--- src/acrp_defines.svh ---
`ifndef ACRP_DEFINES_SVH
`define ACRP_DEFINES_SVH

// ****************************************************
// register indices (byte address is four times these)
// ****************************************************
`define ACRP_IDX_LATCH   7'h62
`define ACRP_IDX_CNT_HI  7'h66
`define ACRP_IDX_CNT_LO  7'h67
`define ACRP_IDX_STATUS  7'h68
`define ACRP_IDX_CTRL1   7'h69
`define ACRP_IDX_CTRL2   7'h6A

// ****************************************************
// reset values and field positions
// ****************************************************
`define ACRP_STATUS_RST  8'h04
`define ACRP_CTRL1_RST   6'h01
`define ACRP_CTRL2_RST   5'h00
`define ACRP_ST_OVR      0
`define ACRP_ST_LCDCH    1
`define ACRP_ST_LCD      2
`define ACRP_ST_RMS      3
`define ACRP_ST_CDS      4
`define ACRP_C1_COSET    0
`define ACRP_C1_CORR     1
`define ACRP_C1_DESCR    2
`define ACRP_C1_PASS     3
`define ACRP_C1_IDLE     4
`define ACRP_C1_UNAS     5
`define ACRP_C2_LOOP     0
`define ACRP_C2_GAPPED   1
`define ACRP_C2_OVRM     3
`define ACRP_C2_LCDM     4

// ****************************************************
// cell and timing constants
// ****************************************************
`define ACRP_COSET       8'h55
`define ACRP_HEC_POLY    8'h07
`define ACRP_IDLE_HDR    32'h0000_0001
`define ACRP_HDR_BYTES   4
`define ACRP_CELL_LAST   6'h34
`define ACRP_STORED      52
`define ACRP_SYSCLK_DIV  8
`define ACRP_DESCR_LEN   43
`endif

--- src/acrp_pkg.sv ---
package acrp_pkg;
   // delineation states, one-hot
   typedef enum logic [2:0] {
      ACRP_HUNT    = 3'b001,
      ACRP_PRESYNC = 3'b010,
      ACRP_SYNC    = 3'b100
   } acrp_delin_t;

   // verdict on one five-byte header
   typedef struct packed {
      logic        ok;
      logic        fixable;
      logic [31:0] hdr;
   } acrp_hec_res_t;
endpackage

--- src/acrp_hec_check.sv ---
`timescale 1ns/1ps
`include "acrp_defines.svh"
module acrp_hec_check (
   input  wire logic [39:0]          hdr_i,      // four header bytes then check byte
   input  wire logic                 coset_en_i, // remove coset before check
   output acrp_pkg::acrp_hec_res_t   res_o       // verdict and repaired header
);
   // ****************************************************
   // crc-8 over the header, msb first
   // ****************************************************
   function automatic logic [7:0] crc8(input logic [31:0] d);
      logic [7:0] c;
      logic       fb;
      c = 8'h00;
      for (int i = 31; i >= 0; i--) begin
         fb = c[7] ^ d[i];
         c  = {c[6:0], 1'b0};
         if (fb) begin
            c = c ^ `ACRP_HEC_POLY;
         end
      end
      return c;
   endfunction

   wire logic [7:0] coset_w = coset_en_i ? `ACRP_COSET : 8'h00;
   wire logic [7:0] syn_w   = crc8(hdr_i[39:8]) ^ hdr_i[7:0] ^ coset_w;

   // search the 40 single-bit error syndromes; linear code so xor works
   always_comb begin
      logic [39:0] e;
      e = 40'h00_0000_0000;
      res_o.ok      = (syn_w == 8'h00);
      res_o.fixable = 1'b0;
      res_o.hdr     = hdr_i[39:8];
      for (int i = 0; i < 40; i++) begin
         e = 40'h00_0000_0001 << i;
         if (syn_w != 8'h00 && (crc8(e[39:8]) ^ e[7:0]) == syn_w) begin
            res_o.fixable = 1'b1;
            res_o.hdr     = hdr_i[39:8] ^ e[39:8];
         end
      end
   end
endmodule

--- src/acrp_top.sv ---
`timescale 1ns/1ps
`include "acrp_defines.svh"
module acrp_top #(
   parameter int FIFO_CELLS = 4,   // cells held before overrun
   parameter int ALPHA      = 7,   // bad headers in sync to lose it
   parameter int DELTA      = 6    // good headers in presync to gain sync
) (
   input  wire logic        CLOCK_I,            // 50 MHz system clock
   input  wire logic        RST_B_I,            // async reset, active low
   input  wire logic        PSEL_I,             // apb select
   input  wire logic        PENABLE_I,          // apb access phase
   input  wire logic        PWRITE_I,           // apb write
   input  wire logic [8:0]  PADDR_I,            // apb byte address
   input  wire logic [31:0] PWDATA_I,           // apb write data
   output logic      [31:0] PRDATA_O,           // apb read data
   output logic             PREADY_O,           // apb ready
   output logic             PSLVERR_O,          // unmapped address
   input  wire logic        PHY_CLK_I,          // line clock from framer
   input  wire logic        PHY_DATA_I,         // line data from framer
   input  wire logic        PHY_FRAME_I,        // frame pulse from framer
   input  wire logic        TX_CLK_I,           // transmit section clock
   input  wire logic        TX_DATA_I,          // transmit section data
   input  wire logic        TX_FRAME_I,         // transmit section frame pulse
   input  wire logic        LOOP_SYSCLK_SEL_I,  // loopback_sysclk_select
   input  wire logic        ATM_RD_I,           // atm layer takes one byte
   output logic             ATM_VALID_O,        // a byte is available
   output logic             ATM_SOC_O,          // byte is first of a cell
   output logic      [7:0]  ATM_DATA_O,         // cell byte
   output logic             IRQ_O               // external interrupt
);
   // elaboration check: two-bit slot index and four-bit run counters
   if (FIFO_CELLS < 2 || FIFO_CELLS > 4 || ALPHA < 1 || ALPHA > 15 ||
       DELTA < 1 || DELTA > 15) begin
      $error("acrp_top: parameter out of range");
   end

   // ****************************************************
   // storage index helper
   // ****************************************************
   function automatic logic [7:0] slot_idx(input logic [1:0] slot, input logic [5:0] pos);
      return 8'(slot * `ACRP_STORED) + 8'(pos);
   endfunction

   // descramble one byte through the 43-stage self-synchronising register
   function automatic logic [50:0] descr(input logic [42:0] s, input logic [7:0] b);
      logic [42:0] st;
      logic [7:0]  o;
      st = s;
      o  = 8'h00;
      for (int i = 7; i >= 0; i--) begin
         o[i] = b[i] ^ st[`ACRP_DESCR_LEN-1];
         st   = {st[41:0], b[i]};
      end
      return {st, o};
   endfunction

   // ****************************************************
   // registers and state
   // ****************************************************
   logic [5:0]  ctrl1_r;
   logic [4:0]  ctrl2_r;
   logic [15:0] cnt_r, latch_r;
   logic        ovr_flag_r, lcd_flag_r, lcd_r, rmode_r, pready_r;
   logic [7:0]  prdata_r;
   acrp_pkg::acrp_delin_t state_r, state_nxt;
   logic [3:0]  good_r, bad_r;
   logic [5:0]  pos_r;
   logic [2:0]  bit_cnt_r, div_r;
   logic [6:0]  sh_r;
   logic        clk_q_r;
   logic [39:0] win_r;
   logic [42:0] scr_r;
   logic        wr_act_r;
   logic [1:0]  wr_slot_r, rd_slot_r;
   logic [2:0]  fifo_cnt_r;
   logic [5:0]  rd_pos_r;
   logic [7:0]  mem_r [0:4*`ACRP_STORED-1];

   // ****************************************************
   // line input selection and bit recovery
   // ****************************************************
   wire logic loop_w   = ctrl2_r[`ACRP_C2_LOOP];
   wire logic sel_clk  = loop_w ? TX_CLK_I : PHY_CLK_I;
   wire logic sel_dat  = loop_w ? TX_DATA_I : PHY_DATA_I;
   wire logic sel_frm  = loop_w ? TX_FRAME_I : PHY_FRAME_I;
   wire logic div_tick = (div_r == 3'(`ACRP_SYSCLK_DIV - 1));
   wire logic clk_rise = sel_clk & ~clk_q_r;
   // system clock divided by 8 stands in for the transmit clock
   wire logic bit_stb  = (loop_w & LOOP_SYSCLK_SEL_I) ? div_tick : clk_rise;
   // frame pulse realigns bytes only in clock+data+frame mode
   wire logic frm_al   = ~ctrl2_r[`ACRP_C2_GAPPED] & sel_frm;
   wire logic [2:0] eff_cnt = frm_al ? 3'd0 : bit_cnt_r;
   wire logic byte_stb = bit_stb & (eff_cnt == 3'd7);
   wire logic [7:0] byte_w = {sh_r, sel_dat};

   // divider runs free; line clock sampled as a plain input
   always_ff @(posedge CLOCK_I or negedge RST_B_I) begin
      if (!RST_B_I) begin
         div_r     <= 3'd0;
         clk_q_r   <= 1'b0;
         bit_cnt_r <= 3'd0;
         sh_r      <= 7'h00;
      end else begin
         div_r   <= div_r + 3'd1;
         clk_q_r <= sel_clk;
         if (bit_stb) begin
            bit_cnt_r <= eff_cnt + 3'd1;
            sh_r      <= byte_w[6:0];
         end
      end
   end

   // ****************************************************
   // header check and delineation
   // ****************************************************
   acrp_pkg::acrp_hec_res_t res_w;
   wire logic [39:0] win_nxt = {win_r[31:0], byte_w};
   wire logic is_hunt = (state_r == acrp_pkg::ACRP_HUNT);
   wire logic is_sync = (state_r == acrp_pkg::ACRP_SYNC);
   wire logic hdr_chk = byte_stb & (is_hunt | pos_r == 6'd4);

   acrp_hec_check u_hec (
      .hdr_i      (win_nxt),
      .coset_en_i (ctrl1_r[`ACRP_C1_COSET]),
      .res_o      (res_w)
   );

   // hunt slides byte by byte; presync and sync check once per cell
   always_comb begin
      state_nxt = state_r;
      case (state_r)
         acrp_pkg::ACRP_HUNT: begin
            if (hdr_chk && res_w.ok) begin
               state_nxt = acrp_pkg::ACRP_PRESYNC;
            end
         end
         acrp_pkg::ACRP_PRESYNC: begin
            if (hdr_chk && !res_w.ok) begin
               state_nxt = acrp_pkg::ACRP_HUNT;
            end else if (hdr_chk && good_r == 4'(DELTA - 1)) begin
               state_nxt = acrp_pkg::ACRP_SYNC;
            end
         end
         acrp_pkg::ACRP_SYNC: begin
            if (hdr_chk && !res_w.ok && bad_r == 4'(ALPHA - 1)) begin
               state_nxt = acrp_pkg::ACRP_HUNT;
            end
         end
         default: state_nxt = acrp_pkg::ACRP_HUNT;
      endcase
   end

   wire logic lcd_nxt = (state_nxt != acrp_pkg::ACRP_SYNC);
   wire logic lcd_evt = (lcd_nxt != lcd_r);

   // ****************************************************
   // cell verdict, filters and descrambling
   // ****************************************************
   wire logic corr_en  = ctrl1_r[`ACRP_C1_CORR];
   wire logic fix_ok   = res_w.fixable & corr_en & ~rmode_r;
   wire logic good_w   = res_w.ok | fix_ok;
   wire logic [31:0] hdr_use = fix_ok ? res_w.hdr : win_nxt[39:8];
   wire logic idle_w   = good_w & (hdr_use == `ACRP_IDLE_HDR);
   wire logic unas_w   = good_w & (hdr_use == 32'h0000_0000);
   wire logic filt_w   = (idle_w & ctrl1_r[`ACRP_C1_IDLE]) |
                         (unas_w & ctrl1_r[`ACRP_C1_UNAS]);
   wire logic pass_w   = good_w | ctrl1_r[`ACRP_C1_PASS];
   wire logic accept_w = hdr_chk & is_sync & pass_w & ~filt_w;
   wire logic full_w   = (fifo_cnt_r == 3'(FIFO_CELLS));
   wire logic drop_w   = accept_w & full_w;
   wire logic pay_w    = byte_stb & ~is_hunt & pos_r > 6'd4;
   wire logic [50:0] dsc_w = descr(scr_r, byte_w);
   wire logic [7:0] pay_byte = ctrl1_r[`ACRP_C1_DESCR] ? dsc_w[7:0] : byte_w;
   wire logic commit_w = wr_act_r & pay_w & (pos_r == `ACRP_CELL_LAST);
   wire logic rd_take  = ATM_RD_I & ATM_VALID_O;
   wire logic rd_done  = rd_take & (rd_pos_r == 6'(`ACRP_STORED - 1));
   wire logic [2:0] fifo_nxt = fifo_cnt_r + {2'b00, commit_w} - {2'b00, rd_done};
   wire logic ovr_evt  = commit_w & (fifo_nxt == 3'(FIFO_CELLS));

   // delineation counters, receiver mode and cell position
   always_ff @(posedge CLOCK_I or negedge RST_B_I) begin
      if (!RST_B_I) begin
         state_r <= acrp_pkg::ACRP_HUNT;
         lcd_r   <= 1'b1;
         good_r  <= 4'd0;
         bad_r   <= 4'd0;
         pos_r   <= 6'd0;
         rmode_r <= 1'b0;
         win_r   <= 40'h00_0000_0000;
         scr_r   <= 43'h000_0000_0000;
      end else begin
         state_r <= state_nxt;
         lcd_r   <= lcd_nxt;
         if (byte_stb) begin
            win_r <= win_nxt;
            pos_r <= (is_hunt || pos_r == `ACRP_CELL_LAST) ? (is_hunt ? 6'd5 : 6'd0)
                                                           : pos_r + 6'd1;
         end
         if (pay_w) begin
            scr_r <= dsc_w[50:8];
         end
         if (hdr_chk) begin
            good_r <= (is_hunt || !res_w.ok) ? 4'd0 : good_r + 4'd1;
            bad_r  <= (!is_sync || res_w.ok) ? 4'd0 : bad_r + 4'd1;
         end
         // single error moves to detection; a clean header returns
         if (hdr_chk && is_sync && corr_en) begin
            rmode_r <= ~res_w.ok;
         end
      end
   end

   // ****************************************************
   // receive fifo, four cells of 52 stored bytes
   // ****************************************************
   always_ff @(posedge CLOCK_I or negedge RST_B_I) begin
      if (!RST_B_I) begin
         wr_act_r   <= 1'b0;
         wr_slot_r  <= 2'd0;
         rd_slot_r  <= 2'd0;
         rd_pos_r   <= 6'd0;
         fifo_cnt_r <= 3'd0;
      end else begin
         fifo_cnt_r <= fifo_nxt;
         if (accept_w) begin
            wr_act_r <= ~full_w;
         end else if (commit_w || is_hunt) begin
            wr_act_r <= 1'b0;
         end
         if (commit_w) begin
            wr_slot_r <= 2'(wr_slot_r == 2'(FIFO_CELLS - 1) ? 2'd0 : wr_slot_r + 2'd1);
         end
         if (rd_take) begin
            rd_pos_r <= rd_done ? 6'd0 : rd_pos_r + 6'd1;
         end
         if (rd_done) begin
            rd_slot_r <= 2'(rd_slot_r == 2'(FIFO_CELLS - 1) ? 2'd0 : rd_slot_r + 2'd1);
         end
      end
   end

   // storage has no reset; contents are only read behind the count
   always_ff @(posedge CLOCK_I) begin
      if (accept_w && !full_w) begin
         for (int i = 0; i < `ACRP_HDR_BYTES; i++) begin
            mem_r[slot_idx(wr_slot_r, 6'(i))] <= hdr_use[31-8*i -: 8];
         end
      end
      if (wr_act_r && pay_w) begin
         mem_r[slot_idx(wr_slot_r, pos_r - 6'd1)] <= pay_byte;
      end
   end

   assign ATM_VALID_O = (fifo_cnt_r != 3'd0);
   assign ATM_SOC_O   = ATM_VALID_O & (rd_pos_r == 6'd0);
   assign ATM_DATA_O  = mem_r[slot_idx(rd_slot_r, rd_pos_r)];

   // ****************************************************
   // apb slave, one wait state
   // ****************************************************
   wire logic acc_w    = PSEL_I & PENABLE_I;
   wire logic done_w   = acc_w & pready_r;
   wire logic [6:0] idx_w = PADDR_I[8:2];
   wire logic hit_lat  = (idx_w == `ACRP_IDX_LATCH);
   wire logic hit_hi   = (idx_w == `ACRP_IDX_CNT_HI);
   wire logic hit_lo   = (idx_w == `ACRP_IDX_CNT_LO);
   wire logic hit_st   = (idx_w == `ACRP_IDX_STATUS);
   wire logic hit_c1   = (idx_w == `ACRP_IDX_CTRL1);
   wire logic hit_c2   = (idx_w == `ACRP_IDX_CTRL2);
   wire logic mapped_w = hit_lat | hit_hi | hit_lo | hit_st | hit_c1 | hit_c2;
   wire logic wr_done  = done_w & PWRITE_I & mapped_w;
   wire logic st_rd    = done_w & ~PWRITE_I & hit_st;
   wire logic lat_wr   = wr_done & hit_lat;
   wire logic [1:0] cds_w = is_sync ? 2'b10 : (is_hunt ? 2'b00 : 2'b01);
   wire logic [7:0] status_w = {2'b00, cds_w, rmode_r, lcd_r, lcd_flag_r, ovr_flag_r};
   wire logic [7:0] rd_mux =
      hit_hi ? latch_r[15:8] :
      hit_lo ? latch_r[7:0] :
      hit_st ? status_w :
      hit_c1 ? {2'b00, ctrl1_r} :
      hit_c2 ? {3'b000, ctrl2_r} : 8'h00;
   wire logic ovr_set  = ovr_evt & ctrl2_r[`ACRP_C2_OVRM];
   wire logic lcd_set  = lcd_evt & ctrl2_r[`ACRP_C2_LCDM];

   assign PREADY_O  = pready_r;
   assign PSLVERR_O = done_w & ~mapped_w;
   assign PRDATA_O  = {24'h00_0000, prdata_r};
   assign IRQ_O     = ovr_flag_r | lcd_flag_r;

   // read data is captured in the first access cycle
   always_ff @(posedge CLOCK_I or negedge RST_B_I) begin
      if (!RST_B_I) begin
         pready_r <= 1'b0;
         prdata_r <= 8'h00;
         ctrl1_r  <= `ACRP_CTRL1_RST;
         ctrl2_r  <= `ACRP_CTRL2_RST;
      end else begin
         pready_r <= acc_w & ~pready_r;
         if (acc_w && !pready_r) begin
            prdata_r <= PWRITE_I ? 8'h00 : rd_mux;
         end
         if (wr_done && hit_c1) begin
            ctrl1_r <= PWDATA_I[5:0];
         end
         if (wr_done && hit_c2) begin
            ctrl2_r <= PWDATA_I[4:0];
         end
      end
   end

   // only flags that were actually returned are cleared; a new set wins
   always_ff @(posedge CLOCK_I or negedge RST_B_I) begin
      if (!RST_B_I) begin
         ovr_flag_r <= 1'b0;
         lcd_flag_r <= 1'b0;
         cnt_r      <= 16'h0000;
         latch_r    <= 16'h0000;
      end else begin
         ovr_flag_r <= ovr_set | (ovr_flag_r & ~(st_rd & prdata_r[`ACRP_ST_OVR]));
         lcd_flag_r <= lcd_set | (lcd_flag_r & ~(st_rd & prdata_r[`ACRP_ST_LCDCH]));
         if (lat_wr) begin
            latch_r <= cnt_r;
            cnt_r   <= {15'h0000, accept_w};
         end else if (accept_w) begin
            cnt_r <= cnt_r + 16'h0001;
         end
      end
   end
endmodule

--- config.mk ---
export PLATFORM = sky130hd
export DESIGN_NAME = acrp_top
export DESIGN_NICKNAME = d
export VERILOG_FILES = /design/src/acrp_pkg.sv /design/src/acrp_hec_check.sv /design/src/acrp_top.sv
export VERILOG_INCLUDE_DIRS = /design/src
export SDC_FILE = /design/constraint.sdc
export NUM_CORES = 2
export LEC_CHECK = 0
export BUFFER_PORTS_ARGS = -buffer_cell sky130_fd_sc_hd__buf_4
export CAP_MARGIN = 20
export CORE_MARGIN = 2
export CORE_UTILIZATION = 40
export DETAILED_ROUTE_END_ITERATION = 12
export SLEW_MARGIN = 20
export SYNTH_ARGS = -nofsm -noshare
export SYNTH_HDL_FRONTEND = slang
export SYNTH_SLANG_ARGS = --single-unit
--- constraint.sdc ---
create_clock -name CLOCK_I -period 12.2 [get_ports CLOCK_I]
set_clock_uncertainty 0.15 [all_clocks]
set_input_delay 1.22 -clock CLOCK_I [delete_from_list [all_inputs] [get_ports CLOCK_I]]
set_output_delay 1.22 -clock CLOCK_I [all_outputs]
set_load 0.01 [all_outputs]
* After elaboration in Yosys (flattened, before gate mapping)
Memories as Yosys holds them, arrays and structs flattened. Cells that the tools add are included.
Word-level totals: register bits 176, latch bits 0, RAM bits 1664, ROM bits 0, input port bits 54, logic and storage cells 452, memories kept 1
Memories:
- mem_r | depth 208, bits a word 8, read ports 1, clocked after Yosys merged registers in 0, wr ports 4, RTL line acrp_top.sv:77 | logic [7:0] mem_r [0:4*`ACRP_STORED-1];
Operators by class: add/sub/neg operators 17, multipliers 2, divide/modulo/power cells 0, order comparisons 1, eq/ne operators 63, shift-type cells 0, multiplexer cells 111, bitwise logic cells 165, reduce and logical (&&, ||, !) cells 67
Operator list (count):
- 33-bit two-way mux | 40
- 3-bit two-way mux | 38
- 8-bit equality test, first input constant | 14
- 3-bit NOT | 31
- 7-bit by 8-bit equality test with 1-bit output, first input constant | 10
- 1-bit logical AND | 51
- 8-bit two-way mux | 6
- 1-bit NOT | 44
- 7-bit equality test, second input constant | 6
- 6-bit by 8-bit equality test with 1-bit output, first input constant | 5
- 1-bit bitwise AND | 37
- 1-bit XOR | 34
- 32-bit by 1-bit equality test with 1-bit output, second input constant | 1
- 5-bit by 8-bit equality test with 1-bit output, first input constant | 4
- 32-bit zero test | 1
- 16-bit two-way mux | 2
- 32-bit two-way mux | 1
- 4-bit by 8-bit equality test with 1-bit output, first input constant | 3
- 6-bit two-way mux | 4
- 16-bit by 1-bit adder with 16-bit output, second input constant | 1
- 8-bit by 2-bit adder with 8-bit output, second input constant | 2
- 8-bit by 6-bit adder with 8-bit output | 2
- 3-bit by 8-bit equality test with 1-bit output, first input constant | 2
- 8-bit XOR | 2
- other kinds (37) | 85

* Longest topological paths before layout
word-level depth 120, gate-level depth with buffers 24

* Cells and area by module
From an unflattened synthesis, not the netlist that was laid out.
Unflattened totals: cells, all modules 5827, area total of the unflattened synthesis 85569.6 um^2
By module, submodules not included:
- acrp_top | times used 1, cells an instance 5570, area each 83311.2 um^2, sequential area each 54375.9 um^2
- acrp_hec_check | times used 1, cells an instance 257, area each 2258.4 um^2, sequential area each 0.0 um^2

* Least setup slack after synthesis
No wires, ideal clock.
path type reg-to-reg, start register win_r[26], end memory mem_r[207][0], enable pin, library setup time 357 ps, arrival time 5846 ps, required time 11693 ps, setup slack 5847 ps, cell stages (with the launch flop) 20, buffers on the path 5, period minus slack after synthesis 6353 ps, cells stage by stage dfrtp_1 > buf_4 > xor2_2 > xnor3_1 > xnor2_4 > xnor3_2 > xnor2_1 > nand3_1 > buf_2 > a2111oi_0 > xnor2_1 > nand4_1 > a2111oi_0 > nand4_1 > a211oi_1 > a211o_1 > clkbuf_1 > clkbuf_1 > clkbuf_1 > o21ai_0
RTL lines:
- from (decl) | RTL line acrp_top.sv:71 | logic [39:0] win_r;
- from (signal assigned) | RTL line acrp_top.sv:195 | win_r <= win_nxt;
- to (decl) | RTL line acrp_top.sv:77

==> summary.md <==
| Metric | Value |
|---|---|
| Global Route Usage Sum | 25.6% |
| Core Area | 211000 um^2 |
| Synth Area in Adders | 0.542% |
| Slew Limit Fails | 0 |
| Final wirelength | 279000 um |
| Largest net degree at the start of global routing | 151 |
| Hpwl dp | 169000 um |
| Number of buffers created by CTS | 191 |
| Synth Cell Area | 84900 um^2 |
| RSZ-0062 raised after global routing | no |
| Post-synthesis mux area share | 17.8% |
| Max-Cap Viols | 0 |
| Post-synth ARST share | 9.57% |
| First-pass GRT wire length | 394000 um |
| Worst slew pin tran | 1350 ps |
| Synthesized flop and latch total | 1840 |
| Hold_buf cts | 0 |
| Hold Crit Class | flip-flop to flip-flop |
| Most used flip-flop cell after synthesis | edfxtp_1 |
| Row count | 169 |
| P_leak | 0.0327 uW |
| Iter 0 DRT Violations | 7834 |
| Ys Warns | 0 |
| Xor/xnor cell area share of the yosys netlist | 2.11% |
| DR vias | 54000 |
| H-tree levels | 4 |
| WL/cell | 32.4 um |
| Final Util | 45.3% |
| Dpl cells | 8242 |
| Relative slew slack | 9.85% |
| DRC viols | 0 |
| Worst Path Arrival | 9900 ps |
| Post-Synth Simple-Gate Area | 4.42% |
| Final min period | 9420 ps |
| Sequential area share after synthesis | 64.1% |
| CP Launch Type | flip-flop |
| Via/cell ratio | 6.28 |
| Status | completed |
| Top post-synthesis cells by area | edfxtp_1 59%, mux4_2 14%, o21ai_0 5.7% |
| # IOs | 99 |
| Largest family of logic cells by synthesized area | multiplexers |
| Clock-pin slew on the worst setup and hold paths | 60 ps |
| CTS Buffer Depth | 3 |
| Final std cells w/o fill | 8604 |
| # fillers | 18500 |
| DR pass1 iterations | 6 |
| Syn Area/Cell | 15.2 um^2 |
| Synth top cells by count | 1664 x edfxtp_1, 975 x o21ai_0, 544 x mux4_2 |
| Top-count cell post-synth | edfxtp_1 |
| Post-Place Worst Slack | 2930 ps |
| Area delta synth->final | 12.9% |
| Synth top area share | 58.9% |
| Final Cell Area | 95800 um^2 |
| PortBufs | 46 |
| Vias in the first global route | 52300 |
| Setup tns final | 0 ps |
| Layout cells sized above 1 | 22.9% |
| Total Nets Final | 5705 |
| Kind of critical path | flip-flop to flip-flop |
| Compound-Gate Fraction of Synth Area | 8.09% |
| Antenna violations before repair | 13 |
| GPL Wtd Cong | 0.879 |
| Final worst-path cycle share | 77.2% |
| # clock sinks | 1840 |
| Worst endpoint required time | 12680 ps |
| CTS tree | yes |
| Library cells used by synthesis | 82 |
| Clock root buffer | clkbuf_16 |
| Die Height | 465 um |
| CTS resizes | 0 |
| Mapped Cells | 5578 |
| Final setup vio count | 0 |
| Cell Pwr Density | 134 nW/um^2 |
| Max Clk Rate | 106 MHz |
| Count of final hold-check violations | 0 |
| Critical Path Sink Type | flip-flop |
| Number of flops mapped to enable cells by yosys | 1664 |
| PnR worst setup slack | 2780 ps |
| Post-placement cell area | 89600 um^2 |
| Setup repair bufs after CTS | 0 |
| Die ar. | 216000 um^2 |
| Largest area contributor in the synthesized netlist | edfxtp_1 |
| Routed Antenna Nets | 0 |
| Maximum vdd drop | 0.164 mV |
| Worst skew pair latency | 860 ps |
| Die extent in x | 465 um |
| CP Max Fanout | 44 |
| Grt ovf | 0 |
| Starting density of the core | 40.1% |
-- per-stage QoR --
| stage | hold slack [ps] | total power, uW |
|---|---|---|
| CTS | 276 | 12800 |
| detailed placement | 269 | 7130 |
| floorplan | 251 | 7050 |
| finish | 272 | 12800 |
| global route | 297 | 13100 |
| global placement | 266 | 7130 |
-- logic make-up (layout without fill, tap and decap cells) --
logic type | Yosys count | in the layout
xor gates and xnor gates | 152 | 152
adders and majority gates | 35 | 35
other | 1 | 41
muxes | 825 | 825
AOI/OAI and AO/OA | 1261 | 1261
buffers and inverters | 624 | 789
and+or+nand+nor | 840 | 840
DFF | 1840 | 1840
-- final timing paths --
path                                start            end  slack (ps)  cells past startpoint
worst max-delay path            win_r[15]  mem_r[198][3]        2780                     18
worst min-delay path             div_r[0]       div_r[0]         270                      1
worst max register to register  win_r[15]  mem_r[198][3]        2780                     18
worst min register to register   div_r[0]       div_r[0]         270                      1
max in group asynchronous         RST_B_I       wr_act_r       10160                      2
min in group asynchronous         RST_B_I       scr_r[0]         380                      1
-- sequential cells by signal (all words and copies together) (netlist names), 2 cells and up --
register / count
mem_r: 1664
scr_r: 43
win_r: 32
cnt_r: 16
latch_r: 16
prdata_r: 8
sh_r: 7
ctrl1_r: 6
pos_r: 6
rd_pos_r: 6
ctrl2_r: 5
bad_r: 4
good_r: 4
bit_cnt_r: 3
div_r: 3
fifo_cnt_r: 3
state_r: 3
rd_slot_r: 2
wr_slot_r: 2
-- power breakdown --
group / total [uW] / internal [uW] / leakage, uW / switching (uW)
clock: 5800 / 3220 / 0.00300 / 2570
combinational: 208 / 58.1 / 0.0129 / 150
sequential: 6800 / 6780 / 0.0168 / 14.4
-- layout make-up --
class,instances,area [um^2],area share (%)
well taps,2821,3530,3.68
flip-flops and latches,1840,54400,56.8
multi-input cells,3137,28500,29.8
repair buffers,356,2810,2.93
diodes,17,42.5,0.0444
clock inverters,107,1090,1.13
clock buffers,236,5070,5.29
inverters,90,354,0.370
-- critical path, cell delays in order, from the launching register on --
cell and delay, ps:
dfrtp_1 510, xnor3_1 460, xor2_1 550, xor2_1 270, xnor3_1 400, xnor2_1 780
nand2_1 450, a2111oi_0 810, xnor2_2 170, buf_4 900, nand4_1 150, a2111oi_0 420
nand4_1 320, a211oi_4 420, buf_4 370, a21o_1 820, or4_1 480, o21ai_0 410
buf_4 310
-- cells in the final DEF, fill, tap and decap left out, types with 11 or more instances in the layout --
master / n
diode_2: 17
clkbuf_8: 11
a2111oi_0: 18
clkinv_2: 36
a211o_1: 11
edfxtp_1: 1664
xnor2_2: 30
o21ai_0: 958
xnor2_1: 59
o31ai_1: 12
mux4_2: 544
nor3_1: 89
and3_1: 19
xor2_1: 30
inv_1: 82
buf_4: 345
nand4_1: 16
mux2_2: 42
o21ai_1: 22
a211oi_1: 24
mux2i_1: 239
nor2b_1: 25
bufinv_16: 12
and2_1: 19
a21oi_1: 107
conb_1: 24
nand2_1: 473
or3_1: 18
clkbuf_1: 34
xnor3_1: 17
nand3_1: 49
nor2_1: 71
a21o_1: 18
clkbuf_16: 192
dfrtp_1: 171
clkinv_1: 38
ha_1: 31
-- layer usage --
| metal | part of all wire, % | track usage, % | vias up |
|---|---|---|---|
| met5 | 0.024 | 0 | - |
| li1 | - | - | 21900 |
| met4 | 4.9 | 11.3 | 10 |
| met1 | 38 | 34.3 | 27900 |
| met2 | 47 | 40.5 | 3522 |
| met3 | 10 | 4.95 | 652 |
(Power assumes the default switching activity.)
